`src/design/dpa_defs.svh`:
```
// Notes on behaviour
// - Write-status MOT=0 sends start, command, address, stop only.
// - Any MOT=0 request leaves I2C bus idle.
// - Command bit 12 set starts a write-status request.
// - Command bits 3:0 go into length field.
// - Deferred read may be reissued identically, then awaited.
// - Deferred read aborted by other target, write, MOT=0.
// - Identical repeated write gets ACK when write finishes.
// - Pending write aborted by other target, read, MOT=0; here stored write bytes clear only on a plain write ACK.
// - AUX cell inside or outside; uni or bidirectional.
`ifndef DPA_DEFS_SVH
`define DPA_DEFS_SVH
`define DPA_OFF_CMD 12'h100
`define DPA_OFF_WDATA 12'h104
`define DPA_OFF_ADDR 12'h108
`define DPA_OFF_STATUS 12'h10c
`define DPA_OFF_RDATA 12'h110
`define DPA_CMD_LEN_LSB 0
`define DPA_CMD_REQ_LSB 8
`define DPA_CMD_MOT_BIT 10
`define DPA_CMD_WSTAT_BIT 12
`define DPA_CMD_AONLY_BIT 13
`define DPA_CMD_MASK 32'h0000_3f0f
`define DPA_ADDR_MASK 32'h000f_ffff
`define DPA_OP_WRITE 2'h0
`define DPA_OP_READ 2'h1
`define DPA_OP_WSTAT 2'h2
`define DPA_I2C_ACK 2'h0
`define DPA_I2C_NACK 2'h1
`define DPA_I2C_DEFER 2'h2
`define DPA_RESP_OKAY 2'h0
`define DPA_RESP_SLVERR 2'h2
`define DPA_HDR_BYTES 5'h03
`endif

```
`src/design/dpa_pkg.sv`:
```
package dpa_pkg;
	typedef enum logic [2:0] {
		DPA_IDLE = 3'b001,
		DPA_SEND = 3'b010,
		DPA_WAIT = 3'b100
	} dpa_state_t;

	typedef enum logic [2:0] {
		DPA_RPL_NONE = 3'h0,
		DPA_RPL_ACK = 3'h1,
		DPA_RPL_NACK = 3'h2,
		DPA_RPL_DEFER = 3'h3,
		DPA_RPL_PARTIAL = 3'h4
	} dpa_reply_t;

	typedef struct packed {
		logic last;
		logic [7:0] data;
	} dpa_aux_byte_t;
endpackage : dpa_pkg

```
`src/design/dpa_aux_i2c.sv`:
```
`timescale 1ns/1ps
`include "dpa_defs.svh"
module dpa_aux_i2c #(
	parameter int BUF_DEPTH = 16,
	parameter bit AUX_IO_INTERNAL = 1'b1,
	parameter bit AUX_IO_BIDIR = 1'b1
) (
	input wire logic mclk_i,
	input wire logic reset_n_i,
	input wire logic [11:0] s_axi_awaddr_i,
	input wire logic s_axi_awvalid_i,
	output logic s_axi_awready_o,
	input wire logic [31:0] s_axi_wdata_i,
	input wire logic [3:0] s_axi_wstrb_i,
	input wire logic s_axi_wvalid_i,
	output logic s_axi_wready_o,
	output logic [1:0] s_axi_bresp_o,
	output logic s_axi_bvalid_o,
	input wire logic s_axi_bready_i,
	input wire logic [11:0] s_axi_araddr_i,
	input wire logic s_axi_arvalid_i,
	output logic s_axi_arready_o,
	output logic [31:0] s_axi_rdata_o,
	output logic [1:0] s_axi_rresp_o,
	output logic s_axi_rvalid_o,
	input wire logic s_axi_rready_i,
	output logic aux_tx_valid_o,
	output dpa_pkg::dpa_aux_byte_t aux_tx_o,
	input wire logic aux_tx_ready_i,
	input wire logic aux_rx_valid_i,
	input wire dpa_pkg::dpa_aux_byte_t aux_rx_i,
	output logic aux_oe_o
);
	dpa_pkg::dpa_state_t state;
	dpa_pkg::dpa_reply_t reply;
	logic [31:0] cmd;
	logic [31:0] addr;
	logic [7:0] wbuf [BUF_DEPTH];
	logic [7:0] rbuf [BUF_DEPTH];
	logic [4:0] wptr;
	logic [4:0] rcount;
	logic [4:0] rptr;
	logic [4:0] idx;
	logic [4:0] total;
	logic [1:0] op;
	logic mot;
	logic rx_first;
	logic wr_go;
	logic rd_go;
	logic issue;
	logic [7:0] next_tx_byte;
	logic [31:0] next_rdata;
	logic [1:0] next_op;
	logic [4:0] next_total;

	function automatic logic [31:0] dpa_merge(input logic [31:0] old, input logic [31:0] wd,
		input logic [3:0] strb, input logic [31:0] mask);
		logic [31:0] res;
		res = old;
		for (int b = 0; b < 4; b++) begin
			if (strb[b]) begin
				res[8*b +: 8] = wd[8*b +: 8];
			end
		end
		return res & mask;
	endfunction : dpa_merge

	// Write address and data are taken together; one beat at a time keeps decode simple
	assign wr_go = s_axi_awvalid_i && s_axi_wvalid_i && !s_axi_bvalid_o && !s_axi_awready_o;
	assign rd_go = s_axi_arvalid_i && !s_axi_rvalid_o && !s_axi_arready_o;
	// Commands written while a transaction is in flight are refused, not queued
	assign issue = wr_go && s_axi_awaddr_i == `DPA_OFF_CMD && state == dpa_pkg::DPA_IDLE;

	always_comb begin
		next_op = s_axi_wdata_i[`DPA_CMD_REQ_LSB +: 2];
		if (s_axi_wdata_i[`DPA_CMD_WSTAT_BIT]) begin
			next_op = `DPA_OP_WSTAT;
		end
		next_total = `DPA_HDR_BYTES;
		// Status and address-only requests carry no length and no data
		if (next_op != `DPA_OP_WSTAT && !s_axi_wdata_i[`DPA_CMD_AONLY_BIT]) begin
			next_total = 5'(`DPA_HDR_BYTES + 5'h01);
			if (next_op == `DPA_OP_WRITE) begin
				next_total = 5'(next_total + {1'b0, s_axi_wdata_i[3:0]} + 5'h01);
			end
		end
	end

	always_ff @(posedge mclk_i or negedge reset_n_i) begin
		if (!reset_n_i) begin
			s_axi_awready_o <= 1'b0;
			s_axi_wready_o <= 1'b0;
			s_axi_bvalid_o <= 1'b0;
			s_axi_bresp_o <= `DPA_RESP_OKAY;
		end else begin
			s_axi_awready_o <= wr_go;
			s_axi_wready_o <= wr_go;
			if (wr_go) begin
				s_axi_bvalid_o <= 1'b1;
				s_axi_bresp_o <= `DPA_RESP_OKAY;
				if (s_axi_awaddr_i == `DPA_OFF_CMD && state != dpa_pkg::DPA_IDLE) begin
					s_axi_bresp_o <= `DPA_RESP_SLVERR;
				end else if (s_axi_awaddr_i != `DPA_OFF_CMD && s_axi_awaddr_i != `DPA_OFF_ADDR &&
					s_axi_awaddr_i != `DPA_OFF_WDATA) begin
					s_axi_bresp_o <= `DPA_RESP_SLVERR;
				end
			end else if (s_axi_bready_i) begin
				s_axi_bvalid_o <= 1'b0;
			end
		end
	end

	always_ff @(posedge mclk_i or negedge reset_n_i) begin
		if (!reset_n_i) begin
			cmd <= 32'h0000_0000;
			addr <= 32'h0000_0000;
		end else if (wr_go) begin
			if (issue) begin
				cmd <= dpa_merge(cmd, s_axi_wdata_i, 4'hf, `DPA_CMD_MASK);
			end
			if (s_axi_awaddr_i == `DPA_OFF_ADDR && state == dpa_pkg::DPA_IDLE) begin
				addr <= dpa_merge(addr, s_axi_wdata_i, s_axi_wstrb_i, `DPA_ADDR_MASK);
			end
		end
	end

	// Write bytes stay stored after a deferral so an identical retry resends them
	always_ff @(posedge mclk_i or negedge reset_n_i) begin
		if (!reset_n_i) begin
			wptr <= 5'h00;
		end else if (state == dpa_pkg::DPA_WAIT && aux_rx_valid_i && aux_rx_i.last &&
			rx_first && op == `DPA_OP_WRITE && aux_rx_i.data[7:4] == 4'h0) begin
			// Only a lone plain ACK ends the write; a partial ACK keeps bytes for a retry
			wptr <= 5'h00;
		end else if (wr_go && s_axi_awaddr_i == `DPA_OFF_WDATA && s_axi_wstrb_i[0] &&
			state == dpa_pkg::DPA_IDLE && wptr < 5'(BUF_DEPTH)) begin
			wptr <= 5'(wptr + 5'h01);
		end
	end

	always_ff @(posedge mclk_i) begin
		if (wr_go && s_axi_awaddr_i == `DPA_OFF_WDATA && s_axi_wstrb_i[0] &&
			state == dpa_pkg::DPA_IDLE && wptr < 5'(BUF_DEPTH)) begin
			wbuf[wptr[3:0]] <= s_axi_wdata_i[7:0];
		end
		if (state == dpa_pkg::DPA_WAIT && aux_rx_valid_i && !rx_first &&
			op == `DPA_OP_READ && rcount < 5'(BUF_DEPTH)) begin
			rbuf[rcount[3:0]] <= aux_rx_i.data;
		end
	end

	always_comb begin
		next_tx_byte = wbuf[4'(idx - 5'h04)];
		case (idx)
			5'h00: next_tx_byte = {1'b0, mot, op, addr[19:16]};
			5'h01: next_tx_byte = addr[15:8];
			5'h02: next_tx_byte = addr[7:0];
			5'h03: next_tx_byte = {4'h0, cmd[`DPA_CMD_LEN_LSB +: 4]};
			default: next_tx_byte = wbuf[4'(idx - 5'h04)];
		endcase
	end

	// Link sequencing; every accepted command is sent as a new request, whatever its target, then the reply is awaited
	always_ff @(posedge mclk_i or negedge reset_n_i) begin
		if (!reset_n_i) begin
			state <= dpa_pkg::DPA_IDLE;
			idx <= 5'h00;
			total <= 5'h00;
			op <= 2'h0;
			mot <= 1'b0;
			aux_tx_valid_o <= 1'b0;
			aux_tx_o <= '0;
		end else begin
			case (state)
				dpa_pkg::DPA_IDLE: begin
					if (issue) begin
						op <= next_op;
						mot <= s_axi_wdata_i[`DPA_CMD_MOT_BIT];
						total <= next_total;
						idx <= 5'h00;
						state <= dpa_pkg::DPA_SEND;
					end
				end
				dpa_pkg::DPA_SEND: begin
					if (!aux_tx_valid_o || aux_tx_ready_i) begin
						if (idx < total) begin
							aux_tx_valid_o <= 1'b1;
							aux_tx_o.data <= next_tx_byte;
							aux_tx_o.last <= idx == 5'(total - 5'h01);
							idx <= 5'(idx + 5'h01);
						end else begin
							aux_tx_valid_o <= 1'b0;
							aux_tx_o <= '0;
							state <= dpa_pkg::DPA_WAIT;
						end
					end
				end
				dpa_pkg::DPA_WAIT: begin
					if (aux_rx_valid_i && aux_rx_i.last) begin
						state <= dpa_pkg::DPA_IDLE;
					end
				end
				default: state <= dpa_pkg::DPA_IDLE;
			endcase
		end
	end

	// AUX-level refusals count as NACK; a trailing byte on a write reply marks partial ACK
	always_ff @(posedge mclk_i or negedge reset_n_i) begin
		if (!reset_n_i) begin
			reply <= dpa_pkg::DPA_RPL_NONE;
			rx_first <= 1'b1;
			rcount <= 5'h00;
		end else if (issue) begin
			reply <= dpa_pkg::DPA_RPL_NONE;
			rx_first <= 1'b1;
			rcount <= 5'h00;
		end else if (state == dpa_pkg::DPA_WAIT && aux_rx_valid_i) begin
			rx_first <= aux_rx_i.last;
			if (rx_first) begin
				case (aux_rx_i.data[7:6])
					`DPA_I2C_ACK: reply <= aux_rx_i.data[5:4] == 2'h0 ?
						dpa_pkg::DPA_RPL_ACK : dpa_pkg::DPA_RPL_NACK;
					`DPA_I2C_DEFER: reply <= dpa_pkg::DPA_RPL_DEFER;
					default: reply <= dpa_pkg::DPA_RPL_NACK;
				endcase
			end else if (op != `DPA_OP_READ) begin
				reply <= dpa_pkg::DPA_RPL_PARTIAL;
			end else if (rcount < 5'(BUF_DEPTH)) begin
				rcount <= 5'(rcount + 5'h01);
			end
		end
	end

	always_comb begin
		case (s_axi_araddr_i)
			`DPA_OFF_CMD: next_rdata = cmd;
			`DPA_OFF_ADDR: next_rdata = addr;
			`DPA_OFF_STATUS: next_rdata = {18'h0, wptr, rcount, reply,
				state != dpa_pkg::DPA_IDLE};
			`DPA_OFF_RDATA: next_rdata = rptr < rcount ? {24'h0, rbuf[rptr[3:0]]} : 32'h0;
			default: next_rdata = 32'h0;
		endcase
	end

	always_ff @(posedge mclk_i or negedge reset_n_i) begin
		if (!reset_n_i) begin
			s_axi_arready_o <= 1'b0;
			s_axi_rvalid_o <= 1'b0;
			s_axi_rdata_o <= 32'h0;
			s_axi_rresp_o <= `DPA_RESP_OKAY;
			rptr <= 5'h00;
		end else begin
			s_axi_arready_o <= rd_go;
			if (issue) begin
				rptr <= 5'h00;
			end else if (rd_go && s_axi_araddr_i == `DPA_OFF_RDATA && rptr < rcount) begin
				rptr <= 5'(rptr + 5'h01);
			end
			if (rd_go) begin
				s_axi_rvalid_o <= 1'b1;
				s_axi_rdata_o <= next_rdata;
				s_axi_rresp_o <= (s_axi_araddr_i == `DPA_OFF_CMD || s_axi_araddr_i == `DPA_OFF_ADDR ||
					s_axi_araddr_i == `DPA_OFF_STATUS || s_axi_araddr_i == `DPA_OFF_RDATA) ?
					`DPA_RESP_OKAY : `DPA_RESP_SLVERR;
			end else if (s_axi_rready_i) begin
				s_axi_rvalid_o <= 1'b0;
			end
		end
	end

	// Unidirectional cell keeps its driver enabled; an external cell gets no enable at all
	always_ff @(posedge mclk_i or negedge reset_n_i) begin
		if (!reset_n_i) begin
			aux_oe_o <= 1'b0;
		end else begin
			aux_oe_o <= AUX_IO_INTERNAL && (!AUX_IO_BIDIR || state == dpa_pkg::DPA_SEND);
		end
	end
endmodule : dpa_aux_i2c

```
`config.mk`:
```
export PLATFORM = sky130hd
export DESIGN_NAME = dpa_aux_i2c
export DESIGN_NICKNAME = d
export VERILOG_FILES = /design/src/design/dpa_pkg.sv /design/src/design/dpa_aux_i2c.sv
export VERILOG_INCLUDE_DIRS = /design/src /design/src/design
export SDC_FILE = /design/constraint.sdc
export NUM_CORES = 1
export LEC_CHECK = 0
export BUFFER_PORTS_ARGS = -buffer_cell sky130_fd_sc_hd__buf_2
export CAP_MARGIN = 20
export CORE_MARGIN = 4
export CORE_UTILIZATION = 48
export CTS_CLUSTER_SIZE = 25
export DETAILED_ROUTE_END_ITERATION = 8
export PLACE_DENSITY = 0.68
export SKIP_CTS_REPAIR_TIMING = 1
export SLEW_MARGIN = 10
export SYNTH_ARGS = -nofsm -noshare
export SYNTH_HDL_FRONTEND = slang
export SYNTH_SLANG_ARGS = --single-unit
export TNS_END_PERCENT = 100
```
`constraint.sdc`:
```
create_clock -name mclk_i -period 3.4 [get_ports mclk_i]
set_input_delay 0.34 -clock mclk_i [delete_from_list [all_inputs] [get_ports mclk_i]]
set_output_delay 0.34 -clock mclk_i [all_outputs]
set_load 0.005 [all_outputs]
```
==> results.py <==
metrics = {
    "floorplanning": {
        "start_util_pct": 48.5,
        "die_x_um": 186,
        "die_y_um": 186,
        "core-area_mm2": 0.0315,
        "ios": 130,
        "rows": 65,
        "die_area_mm2": 0.0347,
    },
    "logic_synthesis": {
        "synth.top_cells.by_count": "256 x edfxtp_1, 100 x dfrtp_1, 88 x nand2_1, 64 x mux4_2, 61 x nor2_1",
        "synth-xor-area-share_pct": 1.09,
        "synth_mux_area_share_pct": 13.5,
        "synth.most_common_cell": "edfxtp_1",
        "netlist_area_mm2": 0.0153,
        "synth-simple-area-share_pct": 8.33,
        "synth_seq_cells": 358,
        "synth_area_leaders": "edfxtp_1 50%, dfrtp_1 16%, mux4_2 9.4%",
        "avgSynthCellArea_um2": 15.7,
        "yosysSeqAreaShare_pct": 67.1,
        "synth_top_area_cell": "edfxtp_1",
        "synth_compound_area_share_pct": 5.07,
        "synth_top_area_share_pct": 50.4,
        "synth_top_family_by_area": "multiplexers",
        "synth_edf_count": 256,
        "synthCells": 970,
        "synth_fa_ha_area_share_pct": 2.13,
        "synthArstFlopShare_pct": 28.5,
        "synth_ff_type": "edfxtp_1",
        "synthDistinctLibCells": 64,
        "ys_warn_count": 0,
    },
    "clocking": {
        "cts_sinks": 358,
        "htreeDepth": 2,
        "clockBufferDepth": 3,
        "clk_pin_slew_ps": 60,
        "cts_buffers": 38,
        "cts_tree": "yes",
        "cts_root_buffer": "clkbuf_16",
        "insertion_delay_ps": 530,
    },
    "placement": {
        "routabilityCongestion": 0.831,
        "dp.final_hpwl_um": 22500,
        "io_buffers": 102,
        "place_ws_ps": 549,
    },
    "cells_and_area": {
        "final.fill_count": 2502,
        "nets": 1210,
        "drive_above_1_share_pct": 26.3,
        "antenna_cells": 0,
        "syn2layout_area_growth_pct": 14.7,
        "post-route-util_pct": 55.6,
    },
    "global_route": {
        "grt.total_usage_pct": 19.4,
        "busiest_layer": "met2",
        "use_met2_pct": 32.3,
        "grt_start_max_net_pins": 61,
        "first_global_vias": 8910,
        "grt_pass1_wl_um": 52700,
        "gr-total-overflow": 0,
        "use_met1_pct": 26.7,
        "grt_use_met3_pct": 2.90,
        "antenna_found_initial": 0,
    },
    "status": {
        "status": "complete, no violations",
    },
    "timing": {
        "period_share_pct": 82.1,
        "hold_ws_ps": 11.8,
        "rsz0062_at_grt": "false",
        "setup_viol": 0,
        "drv_slew": 0,
        "setup-tns-final_ps": 0,
        "fin_crit_ps": 2790,
        "finalHoldViolations": 0,
        "setup_ws_ps": 610,
        "worst_slew_pin_slew_ps": 927,
        "fmax_mhz": 358,
        "skew_ps": 29.4,
        "relSlewSlack_pct": 38.1,
    },
    "power_and_ir_drop": {
        "p_leak_nw": 6.59,
        "sequentialPowerShare_pct": 53.0,
        "power.switching_mw": 1.89,
        "ir_drop_v": 0.000490,
        "p_clk_share_pct": 43.5,
        "p_sw_share_pct": 21.0,
        "combPwrFrac_pct": 3.5,
        "intPower_mw": 7.10,
        "total_power_mw": 8.99,
        "powerDensity_mw_per_mm2": 514,
    },
    "critical_path": {
        "start_kind": "register",
        "path_cells": "nor3b_2, nand2_1, nor3_4, nor3b_2, and2_1",
        "worstSetupEndpointType": "register",
        "crit_slowest_cell": "dfstp_2",
        "slowest_delay_ps": 580,
        "cp.arrival_ps": 2970,
        "path_common_cell": "nor3b_2",
        "crit_fanout": 8,
        "cp_top_family": "simple AND/OR/NAND/NOR gates",
        "path_buf_inv": 0,
        "required_ps": 3580,
        "worst-setup-path-type": "reg2reg",
    },
    "worst_hold_path": {
        "min_path_type": "in2reg",
    },
    "drt": {
        "drt_iter0_markers": 724,
        "wirelength_um": 34000,
        "detail_route.first_pass.iterations": 7,
        "viasPerCell": 5.71,
        "wl_per_cell_um": 22.1,
        "drc": 0,
        "via_count": 8765,
        "drtAntennaViolNets": 0,
    },
    "flow_run": {
        "maxCapViolations": 0,
    },
}
==> state kept, by name, summed over array words and instances (netlist names), 2 cells and up <==
name	cells
cmd	10
rcount	5
s_axi_rdata_o	20
op	2
aux_tx_o	9
addr	20
wbuf	128
rptr	5
idx	5
total	5
wptr	5
reply	3
state	3
rbuf	128
==> cells by family (layout without fill, tap and decap cells) <==
| group | count (synthesis) | after routing |
|---|---|---|
| simple gates | 246 | 246 |
| buf+inv | 87 | 238 |
| mux | 121 | 121 |
| flops | 358 | 358 |
| xor+xnor | 19 | 19 |
| compound gates | 112 | 112 |
| fa+ha+maj | 26 | 26 |
| other cells | 1 | 14 |
==> worst register-to-register path, delay by kind of cell, from the launching register on <==
family           cells  cell delay (ps)
flip-flops           1              580
AND/OR/NAND/NOR      5             1870
==> per-layer routing <==
metal	share of wire, %	vias to the layer above	wire length (um)
met4	2.6	0	887
met5	0	-	0
met2	50	254	17000
met3	4.9	59	1670
met1	42	4482	14400
li1	-	3970	-
==> worst paths after layout <==
check / start / endpoint / slack [ps] / cells after the start
worst min-delay path: s_axi_bready_i / s_axi_bvalid_o / 10 / 2
worst min register to register: s_axi_rdata_o[16] / s_axi_rdata_o[16] / 470 / 2
max in group asynchronous: reset_n_i / cmd[2] / 2150 / 3
min in group asynchronous: reset_n_i / aux_tx_o[2] / 430 / 2
worst max register to register: state[0] / wbuf[0][1] / 610 / 5
worst max-delay path: state[0] / wbuf[0][1] / 610 / 5
==> area by class of cell <==
| cell class | instances | area [um^2] | area share (%) |
|---|---|---|---|
| Timing Repair Buffer | 140 | 816 | 4.66 |
| Sequential cell | 358 | 10200 | 58.5 |
| Clock buffer | 52 | 1050 | 6.03 |
| Inverter | 30 | 113 | 0.643 |
| Tap cell | 402 | 503 | 2.87 |
| Multi-Input combinational cell | 538 | 4650 | 26.6 |
| Clock inverter | 16 | 123 | 0.701 |
==> placed cells by master, fill, tap and decap left out, types with 10 or more instances in the layout <==
master     instances
clkbuf_16         39
mux2_2            19
edfxtp_1         256
buf_2            101
nand2_1           88
nand3_1           22
clkbuf_1          10
inv_1             29
mux4_2            64
mux2i_1           18
nor2_1            61
buf_4             36
xnor2_1           13
dfrtp_1           98
conb_1            14
mux2_1            20
o21ai_0           22
ha_1              26
a221oi_1          11
and2_1            15
a21oi_1           27
nor3_1            15
==> power by group through the flow <==
stage | Clock, mW | Sequential [mW] | Combinational, mW
detailed placement | 0 | 4.86 | 0.321
global placement | 0 | 4.86 | 0.315
finish | 3.91 | 4.77 | 0.316
global route | 4.18 | 4.77 | 0.355
floorplan | 0 | 4.85 | 0.121
CTS | 3.98 | 4.77 | 0.323
==> stage by stage <==
step                instances  instance area (um^2)
floorplan                 983                 15300
global placement         1466                 16300
detailed placement       1466                 16300
CTS                      1534                 17500
global route             1536                 17500
finish                   1536                 17500
(Power assumes the default switching activity.)
